### config.mk
export PLATFORM = sky130hd
export DESIGN_NAME = fpo_flash_protect
export DESIGN_NICKNAME = d
export VERILOG_FILES = /design/src/include/fpo_pkg.sv /design/src/rtl/fpo_flash_protect.sv
export SDC_FILE = /design/constraint.sdc
export NUM_CORES = 1
export LEC_CHECK = 0
export BUFFER_PORTS_ARGS = -buffer_cell sky130_fd_sc_hd__buf_2
export CAP_MARGIN = 0
export CORE_MARGIN = 2
export CORE_UTILIZATION = 25
export CTS_CLUSTER_SIZE = 8
export DETAILED_ROUTE_END_ITERATION = 8
export GPL_ROUTABILITY_DRIVEN = 0
export SYNTH_ARGS = -nofsm -noshare
export SYNTH_HDL_FRONTEND = slang
export SYNTH_SLANG_ARGS = --single-unit
### constraint.sdc
create_clock -name clk_in -period 2.1 [get_ports clk_in]
set_clock_uncertainty 0.1 [all_clocks]
set_input_delay 0.21 -clock clk_in [delete_from_list [all_inputs] [get_ports clk_in]]
set_output_delay 0.21 -clock clk_in [all_outputs]
set_load 0.03 [all_outputs]
### src/include/fpo_pkg.sv
// package for the flash protect and ram overlay block: offsets, fields, reset values, states
package fpo_pkg;

    // ==========
    // register byte offsets (aligned words, data in low byte)
    localparam logic [7:0] FPO_OFF_CTRL_ONE   = 8'h00;
    localparam logic [7:0] FPO_OFF_CTRL_TWO   = 8'h04;
    localparam logic [7:0] FPO_OFF_EBLK_ONE   = 8'h08;
    localparam logic [7:0] FPO_OFF_EBLK_TWO   = 8'h0c;
    localparam logic [7:0] FPO_OFF_OVL_CTRL   = 8'h10;
    localparam logic [7:0] FPO_OFF_STATUS_TWO = 8'h14;

    // ==========
    // field positions
    localparam int FPO_CTRL_FWE_POS    = 7;  // read-only pin level
    localparam int FPO_OVL_EN_POS      = 3;  // overlap_enable
    localparam int FPO_ST_ERR_POS      = 7;  // flash_error_flag
    localparam int FPO_ST_PROG_POS     = 0;  // program mode active
    localparam int FPO_ST_ERASE_POS    = 1;  // erase mode active
    localparam int FPO_ST_BOOTNMI_POS  = 2;  // boot nmi hold active

    // ==========
    // reset values
    localparam logic [7:0] FPO_RST_BYTE    = 8'h00;
    localparam logic [2:0] FPO_RST_OVL_SEL = 3'h0;

    // ==========
    // overlay window geometry on the cpu address
    localparam int FPO_CPU_ADDR_W = 24;
    localparam int FPO_OVL_SHIFT  = 12;       // window size 2**shift bytes
    localparam int FPO_NUM_BLOCKS = 16;       // erase block select one and two

    // ==========
    // flash control one software bits
    typedef struct packed {
        logic software_write_enable;   // software_write_enable
        logic erase_setup_bit;   // erase_setup_bit
        logic program_setup_bit;   // program_setup_bit
        logic ev;    // erase_verify_bit
        logic pv;    // program_verify_bit
        logic e;     // erase mode request
        logic p;     // program mode request
    } fpo_ctrl_one_t;

    localparam fpo_ctrl_one_t FPO_RST_CTRL_ONE = 7'h00;

    // ==========
    // flash operating state, one-hot
    typedef enum logic [3:0] {
        FPO_ST_PROTECT = 4'b0001,
        FPO_ST_PROGRAM = 4'b0010,
        FPO_ST_ERASE   = 4'b0100,
        FPO_ST_ERROR   = 4'b1000
    } fpo_state_t;

endpackage : fpo_pkg

### src/rtl/fpo_flash_protect.sv
// flash program/erase protection, error protection, nmi gating and ram overlay decode
//
// Operation
// software protection blocks program/erase mode entry
// per-block erase enables; programming unaffected, verify allowed
// both erase selects zero: all blocks protected
// overlay enabled: no program, no erase
// emulation protection: no erase, selects ignored
// malfunction sets error flag, aborts mode
// error state keeps registers, blocks mode re-entry
// verify bits still work in error state
// flash read during program/erase sets error
// exception start sets error, some excluded
// sleep during program/erase sets error
// bus released during program/erase sets error
// only pin reset, watchdog, hardware standby clear error
// software standby in error initialises registers
// nmi blocked while program or erase bit set
// overlay maps ram onto selected flash block
// select zero overlays the vector block
// clearing overlay enable restores flash access
// program/erase bits cleared by reset, standby, enables
// nmi blocked in error state and emulation; nmi_block has no overlay enable term, so emulation alone does not block nmi
// boot mode holds nmi until ram branch
// processor keeps interrupts disabled while programming
// write enable pin low initialises control, selects
// reset or standby initialises all registers
//
// The placing of the registers and the APB register port are this design's own decisions.
`timescale 1ns/1ps
`default_nettype none

module fpo_flash_protect
    import fpo_pkg::*;
(
    input  wire logic                      clk_in,
    input  wire logic                      rst_b_in,
    // apb slave
    input  wire logic                      psel_in,
    input  wire logic                      penable_in,
    input  wire logic                      pwrite_in,
    input  wire logic [7:0]                paddr_in,
    input  wire logic [31:0]               pwdata_in,
    input  wire logic [3:0]                pstrb_in,
    output logic      [31:0]               prdata_out,
    output logic                           pready_out,
    output logic                           pslverr_out,
    // pins and system events
    input  wire logic                      write_enable_pin_in,
    input  wire logic                      hardware_init_pin_b_in,
    input  wire logic                      watchdog_reset_in,
    input  wire logic                      hw_standby_in,
    input  wire logic                      sw_standby_in,
    input  wire logic                      flash_read_in,
    input  wire logic                      exception_start_in,
    input  wire logic                      exception_excluded_in,
    input  wire logic                      sleep_exec_in,
    input  wire logic                      bus_release_in,
    input  wire logic                      boot_mode_in,
    input  wire logic                      boot_branch_in,
    input  wire logic                      nmi_in,
    // cpu address for the overlay decode
    input  wire logic                      cpu_valid_in,
    input  wire logic [FPO_CPU_ADDR_W-1:0] cpu_addr_in,
    // flash array control
    output logic                           program_mode_out,
    output logic                           erase_mode_out,
    output logic                           program_verify_out,
    output logic                           erase_verify_out,
    output logic      [FPO_NUM_BLOCKS-1:0] erase_block_en_out,
    output logic                           error_protect_out,
    output logic                           nmi_block_out,
    output logic                           nmi_accept_out,
    output logic                           overlay_hit_out
);

    // ==========
    // registers
    fpo_ctrl_one_t ctrl_one_q;
    logic [7:0]    ctrl_two_q;
    logic [7:0]    eblk_one_q;
    logic [7:0]    eblk_two_q;
    logic          ovl_en_q;
    logic [2:0]    ovl_sel_q;
    logic          err_flag_q;
    logic          boot_branched_q;
    fpo_state_t    state_q;
    fpo_state_t    state_d;

    logic          init_all;
    logic          init_pin;
    logic          err_clear;
    logic          wr_en;
    logic          rd_setup;
    logic          err_event;
    logic          active;
    logic [15:0]   eblk_all;
    logic          sw_ok;
    logic          prog_allow;
    logic          erase_allow;
    logic [7:0]    rd_byte;
    logic          rd_hit;
    logic [7:0]    status_byte;

    // ==========
    // reset, standby and pin initialisation terms
    assign init_all  = !hardware_init_pin_b_in || watchdog_reset_in
                       || hw_standby_in || sw_standby_in;
    assign init_pin  = !write_enable_pin_in;
    // software standby alone leaves the error flag standing
    assign err_clear = !hardware_init_pin_b_in || watchdog_reset_in || hw_standby_in;

    // ==========
    // apb decode: one wait-free access, data prepared in setup
    assign rd_setup = psel_in && !penable_in;
    assign wr_en    = psel_in && penable_in && pready_out && pwrite_in && pstrb_in[0];

    // program/erase in progress, as seen by the error detector
    assign active = (state_q == FPO_ST_PROGRAM) || (state_q == FPO_ST_ERASE);

    // ==========
    // flash control one; p/e cleared whenever the enables drop
    always_ff @(posedge clk_in or negedge rst_b_in) begin
        if (!rst_b_in) begin
            ctrl_one_q <= FPO_RST_CTRL_ONE;
        end else if (init_all || init_pin) begin
            ctrl_one_q <= FPO_RST_CTRL_ONE;
        end else if (wr_en && paddr_in == FPO_OFF_CTRL_ONE) begin
            // bits stay writable in error state, mode entry is refused later
            ctrl_one_q   <= fpo_ctrl_one_t'(pwdata_in[6:0]);
            if (!pwdata_in[6]) begin
                ctrl_one_q.p <= 1'b0;
                ctrl_one_q.e <= 1'b0;
            end
        end else if (!ctrl_one_q.software_write_enable) begin
            ctrl_one_q.p <= 1'b0;
            ctrl_one_q.e <= 1'b0;
        end
    end

    // ==========
    // flash control two, plain byte cleared by reset and standby
    always_ff @(posedge clk_in or negedge rst_b_in) begin
        if (!rst_b_in) begin
            ctrl_two_q <= FPO_RST_BYTE;
        end else if (init_all) begin
            ctrl_two_q <= FPO_RST_BYTE;
        end else if (wr_en && paddr_in == FPO_OFF_CTRL_TWO) begin
            ctrl_two_q <= pwdata_in[7:0];
        end
    end

    // ==========
    // erase block selects
    always_ff @(posedge clk_in or negedge rst_b_in) begin
        if (!rst_b_in) begin
            eblk_one_q <= FPO_RST_BYTE;
            eblk_two_q <= FPO_RST_BYTE;
        end else if (init_all || init_pin) begin
            eblk_one_q <= FPO_RST_BYTE;
            eblk_two_q <= FPO_RST_BYTE;
        end else if (wr_en) begin
            if (paddr_in == FPO_OFF_EBLK_ONE) begin
                eblk_one_q <= pwdata_in[7:0];
            end
            if (paddr_in == FPO_OFF_EBLK_TWO) begin
                eblk_two_q <= pwdata_in[7:0];
            end
        end
    end

    // ==========
    // overlay control; not touched by the write enable pin
    always_ff @(posedge clk_in or negedge rst_b_in) begin
        if (!rst_b_in) begin
            ovl_en_q  <= 1'b0;
            ovl_sel_q <= FPO_RST_OVL_SEL;
        end else if (init_all) begin
            ovl_en_q  <= 1'b0;
            ovl_sel_q <= FPO_RST_OVL_SEL;
        end else if (wr_en && paddr_in == FPO_OFF_OVL_CTRL) begin
            ovl_en_q  <= pwdata_in[FPO_OVL_EN_POS];
            ovl_sel_q <= pwdata_in[2:0];
        end
    end

    // ==========
    // protection terms
    assign eblk_all    = {eblk_two_q, eblk_one_q};
    assign sw_ok       = ctrl_one_q.software_write_enable && write_enable_pin_in;
    // overlay on means emulation protection for every block
    assign prog_allow  = sw_ok && !ovl_en_q;
    assign erase_allow = sw_ok && !ovl_en_q && (eblk_all != 16'h0000);

    // ==========
    // error detection: any misbehaviour while a mode is live
    assign err_event = active && (flash_read_in
                       || (exception_start_in && !exception_excluded_in)
                       || sleep_exec_in
                       || bus_release_in);

    // error flag: setting wins over every clear
    always_ff @(posedge clk_in or negedge rst_b_in) begin
        if (!rst_b_in) begin
            err_flag_q <= 1'b0;
        end else if (err_event) begin
            err_flag_q <= 1'b1;
        end else if (err_clear) begin
            err_flag_q <= 1'b0;
        end
    end

    // ==========
    // operating state
    always_comb begin
        state_d = state_q;
        case (state_q)
            FPO_ST_PROTECT: begin
                if (ctrl_one_q.p && prog_allow) begin
                    state_d = FPO_ST_PROGRAM;
                end else if (ctrl_one_q.e && erase_allow) begin
                    state_d = FPO_ST_ERASE;
                end
            end
            FPO_ST_PROGRAM: begin
                if (err_event) begin
                    state_d = FPO_ST_ERROR;
                end else if (!(ctrl_one_q.p && prog_allow)) begin
                    state_d = FPO_ST_PROTECT;
                end
            end
            FPO_ST_ERASE: begin
                if (err_event) begin
                    state_d = FPO_ST_ERROR;
                end else if (!(ctrl_one_q.e && erase_allow)) begin
                    state_d = FPO_ST_PROTECT;
                end
            end
            FPO_ST_ERROR: begin
                // p/e writes cannot bring a mode back from here
                if (err_clear) begin
                    state_d = FPO_ST_PROTECT;
                end
            end
            default: begin
                state_d = FPO_ST_PROTECT;
            end
        endcase
        // init aborts a live mode, an error at the same edge wins
        if (init_all && state_d != FPO_ST_ERROR) begin
            state_d = FPO_ST_PROTECT;
        end
    end

    always_ff @(posedge clk_in or negedge rst_b_in) begin
        if (!rst_b_in) begin
            state_q <= FPO_ST_PROTECT;
        end else begin
            state_q <= state_d;
        end
    end

    // ==========
    // mode and verify outputs, registered
    always_ff @(posedge clk_in or negedge rst_b_in) begin
        if (!rst_b_in) begin
            program_mode_out   <= 1'b0;
            erase_mode_out     <= 1'b0;
            program_verify_out <= 1'b0;
            erase_verify_out   <= 1'b0;
            error_protect_out  <= 1'b0;
        end else begin
            program_mode_out   <= (state_d == FPO_ST_PROGRAM) && !err_event;
            erase_mode_out     <= (state_d == FPO_ST_ERASE) && !err_event;
            // verify stays open in error protection
            program_verify_out <= ctrl_one_q.pv && sw_ok;
            erase_verify_out   <= ctrl_one_q.ev && sw_ok;
            error_protect_out  <= (state_d == FPO_ST_ERROR);
        end
    end

    // ==========
    // per-block erase strobes, only during erase mode
    generate
        for (genvar gi = 0; gi < FPO_NUM_BLOCKS; gi++) begin : g_eblk
            always_ff @(posedge clk_in or negedge rst_b_in) begin
                if (!rst_b_in) begin
                    erase_block_en_out[gi] <= 1'b0;
                end else begin
                    erase_block_en_out[gi] <= eblk_all[gi] && (state_d == FPO_ST_ERASE)
                                              && !err_event;
                end
            end
        end
    endgenerate

    // ==========
    // boot nmi hold: released once by the branch into ram
    always_ff @(posedge clk_in or negedge rst_b_in) begin
        if (!rst_b_in) begin
            boot_branched_q <= 1'b0;
        end else if (init_all) begin
            boot_branched_q <= 1'b0;
        end else if (boot_branch_in) begin
            boot_branched_q <= 1'b1;
        end
    end

    // ==========
    // nmi gating; the raw bits count, not just live modes
    logic nmi_block;
    assign nmi_block = ctrl_one_q.p || ctrl_one_q.e
                       || err_flag_q || (state_q == FPO_ST_ERROR)
                       || (boot_mode_in && !boot_branched_q);

    always_ff @(posedge clk_in or negedge rst_b_in) begin
        if (!rst_b_in) begin
            nmi_block_out  <= 1'b1;
            nmi_accept_out <= 1'b0;
        end else begin
            nmi_block_out  <= nmi_block;
            nmi_accept_out <= nmi_in && !nmi_block;
        end
    end

    // ==========
    // overlay decode: window index equals select, zero is vector block
    always_ff @(posedge clk_in or negedge rst_b_in) begin
        if (!rst_b_in) begin
            overlay_hit_out <= 1'b0;
        end else begin
            overlay_hit_out <= ovl_en_q && cpu_valid_in
                               && cpu_addr_in[FPO_CPU_ADDR_W-1:FPO_OVL_SHIFT]
                                  == {{(FPO_CPU_ADDR_W-FPO_OVL_SHIFT-3){1'b0}}, ovl_sel_q};
        end
    end

    // ==========
    // read mux
    always_comb begin
        status_byte = 8'h00;
        status_byte[FPO_ST_ERR_POS]     = err_flag_q;
        status_byte[FPO_ST_PROG_POS]    = (state_q == FPO_ST_PROGRAM);
        status_byte[FPO_ST_ERASE_POS]   = (state_q == FPO_ST_ERASE);
        status_byte[FPO_ST_BOOTNMI_POS] = boot_mode_in && !boot_branched_q;
        rd_hit  = 1'b1;
        rd_byte = 8'h00;
        case (paddr_in)
            FPO_OFF_CTRL_ONE:   rd_byte = {write_enable_pin_in, ctrl_one_q};
            FPO_OFF_CTRL_TWO:   rd_byte = ctrl_two_q;
            FPO_OFF_EBLK_ONE:   rd_byte = eblk_one_q;
            FPO_OFF_EBLK_TWO:   rd_byte = eblk_two_q;
            FPO_OFF_OVL_CTRL:   rd_byte = {4'h0, ovl_en_q, ovl_sel_q};
            FPO_OFF_STATUS_TWO: rd_byte = status_byte;
            default:            rd_hit  = 1'b0;
        endcase
    end

    // ==========
    // apb answer: ready in the first access cycle
    always_ff @(posedge clk_in or negedge rst_b_in) begin
        if (!rst_b_in) begin
            pready_out  <= 1'b0;
            pslverr_out <= 1'b0;
            prdata_out  <= 32'h00000000;
        end else begin
            pready_out <= rd_setup;
            if (rd_setup) begin
                // unmapped or status writes report an error, no effect
                pslverr_out <= !rd_hit || (pwrite_in && paddr_in == FPO_OFF_STATUS_TWO);
                prdata_out  <= pwrite_in ? 32'h00000000 : {24'h000000, rd_byte};
            end else begin
                pslverr_out <= 1'b0;
                prdata_out  <= 32'h00000000;
            end
        end
    end

endmodule : fpo_flash_protect

`default_nettype wire

==> qor.yml <==
floorplan:
  fp.dieH_um: 125
  coreArea_um2: 14400
  row_count: 44
  die_area_um2: 15600
  die_w_um: 125
  pin_count: 145
  start_util: 0.253
power_and_ir_drop:
  leakage_nw: 2.31
  p_per_area_nw_per_um2: 669
  pwr-share-comb: 0.075
  seqPwrFrac: 0.462
  p_int_w: 0.00236
  clock_power_share: 0.463
  p_sw_w: 0.000785
  ir_drop_v: 0.000376
  swShare: 0.250
synthesis:
  syn_inst: 327
  synth.distinct_cells: 47
  ys.flop_type: "dfrtp_1"
  synth_most_common_cell: "dfrtp_1"
  synth_async_sr_flop_share: 1.00
  ys.warnings.count: 0
  synthTopCellsByArea: "dfrtp_1 (50%), mux2i_1 (9.6%), buf_4 (5.3%)"
  synth_edf_count: 0
  avgSynthCellArea_um2: 11.2
  synth_top_area_frac: 0.500
  ys_ff_latch: 75
  synth_common_cells: "dfrtp_1 (73), nor2_1 (46), mux2i_1 (35)"
  syn-cell-area_um2: 3650
  synth_top_area_cell: "dfrtp_1"
  yosysSeqAreaShare: 0.514
drt:
  routed_via_density: 4.47
  drc_errors: 0
  vias: 2764
  drtIter0Drc: 157
  first_pass_iters: 4
  routed_wl_um: 9250
  ant_nets: 0
  wl_per_cell_um: 14.9
clock_tree:
  cts.htree.levels: 3
  clockBufferDepth: 2
  cts_sinks: 75
  clkLatencyLatePin_ns: 0.34
  tritoncts: "done"
  cts_made_buffers: 9
  clk_root_buffer_cell: "clkbuf_16"
  path_clk_slew_ns: 0.06
outcome:
  run_status: "finished, final reports clean"
setup_path:
  required_ns: 2.27
  arrival_ns: 2.23
  end_kind: "flip-flop"
  critPathBufInv: 0
  start_kind: "flip-flop"
  worstPathCellList: "nor4b_4 > or3b_2 > o211ai_1 > o32ai_2 > a211o_1"
  critPathKind: "reg -> reg"
  critPathLaunch: "state_q[0]"
  crit_family: "simple AND/OR/NAND/NOR gates"
  slowest_stage: "dfstp_2"
  crit_path_max_incr_delay_ns: 0.53
  r2r_start: "state_q[0]"
  path_max_fanout: 3
min_path:
  hp-class: "in -> reg"
  worstHoldStart: "nmi_in"
place:
  placed_area_um2: 4360
  dp_hpwl_um: 6970
  port_buffers: 81
sta:
  setup-violations-final: 0
  tightest_slew_ns: 0.587
  drv_slew: 0
  fmax_mhz: 485
  hold_viol: 0
  holdWs_ns: 0.00697
  slew_headroom: 0.608
  fin_crit_sh: 0.982
  finalCriticalPeriod_ns: 2.06
global_route:
  grt_pass1_wl_um: 15000
  grt.total_usage: 0.123
  grt.overflow.total: 0
  grt_antenna_before_repair: 0
  grt_pass1_vias: 2830
  grt_max_degree: 39
layout:
  regArea_um2: 1880
  layout-drive-gt1-share: 0.333
  area.growth.synth_to_final_pct: 28.4
  n_antenna_cell: 0
  nFillCells: 1505
  multi_input_area_um2: 1630
  fin_nets: 517
  final_cell_area_um2: 4690
flow_run:
  drv_cap: 0
## power by group through the flow
stage,Clock [W],Sequential [W],Combinational (W)
4_1_cts,0.00148,0.00145,0.000237
3_5_place_dp,0,0.00148,0.000232
5_1_grt,0.00154,0.00145,0.000255
3_3_place_gp,0,0.00148,0.000229
6_report,0.00145,0.00145,0.000234
2_1_floorplan,0,0.00149,0.000146
## routing by layer
metal	vias up	share of wire	global-route usage
met4	0	0.030	0.0680
met1	1371	0.45	0.162
met3	15	0.045	0.0249
met2	85	0.48	0.191
li1	1293	-	-
met5	-	0	0
## timing repair
action | in CTS | in global routing
hold buffers | 3 | 0
hold endpoints to repair | 39 | 0
pin swaps | 0 | 2
buffers inserted | 0 | 1
gates resized for setup | 1 | 2
setup endpoints to repair | 1 | 18
## registers in the layout (all words and copies together), names as in the netlist, 3 cells and up
name                cells
ctrl_one_q              7
ctrl_two_q              8
eblk_one_q              8
eblk_two_q              8
erase_block_en_out     16
ovl_sel_q               3
prdata_out              8
state_q                 4
## cell usage in the layout, fill, tap and decap left out, drive strengths merged, types with 3 or more instances in the layout
cell type and instances:
buf 106, mux2 3, nor2b 7, and3 3, nand3 8, nor2 46, a211oi 3, dlygate4sd3 3
nor4 9, nand2b 5, mux2i 35, or2 3, a21o 4, mux4 7, clkbuf 11, nor4b 6
conb 24, nand2 18, o21ai 4, dfrtp 73, inv 3, xor2 3, and2 16, a21oi 5
## through the flow
stage	utilization	setup TNS (ns)	total power [W]	worst slack, ns	cells
after detailed placement	0.303	-8.39	0.00171	-0.293	600
after floorplan	-	-2.64	0.00163	-0.210	350
after CTS	0.325	0	0.00317	0.0211	619
after global placement	0.303	-7.45	0.00171	-0.265	600
final	0.325	0	0.00314	0.0386	619
after global routing	0.325	-0.0125	0.00325	-0.0125	619
## worst paths after layout
kind | to | slack (ns) | depth (start not counted)
hold reg to reg | boot_branched_q | 0.41 | 2
setup / recovery | state_q[0] | 0.04 | 5
min in group asynchronous | erase_block_en_out[13] | 0.30 | 2
hold / removal | nmi_accept_out | 0.007 | 2
max in group asynchronous | nmi_block_out | 0.95 | 3
setup reg to reg | state_q[0] | 0.04 | 5
## logic make-up after synthesis
family                    count (synthesis)  share of synthesized area
xor gates and xnor gates                  4                    0.00959
DFF                                      75                      0.514
muxes                                    45                      0.148
buffers and inverters                    42                     0.0702
and+or+nand+nor                         136                      0.207
other                                     1                    0.00103
AOI/OAI and AO/OA                        24                     0.0496
## layout make-up
cell class,count,area share
flip-flops and latches,75,0.400
multi-input cells,233,0.348
repair buffers,109,0.141
clock buffers,11,0.0517
well taps,184,0.0490
clock inverters,5,0.00800
inverters,2,0.00160
No activity file was read; power rests on OpenSTA's default activity.
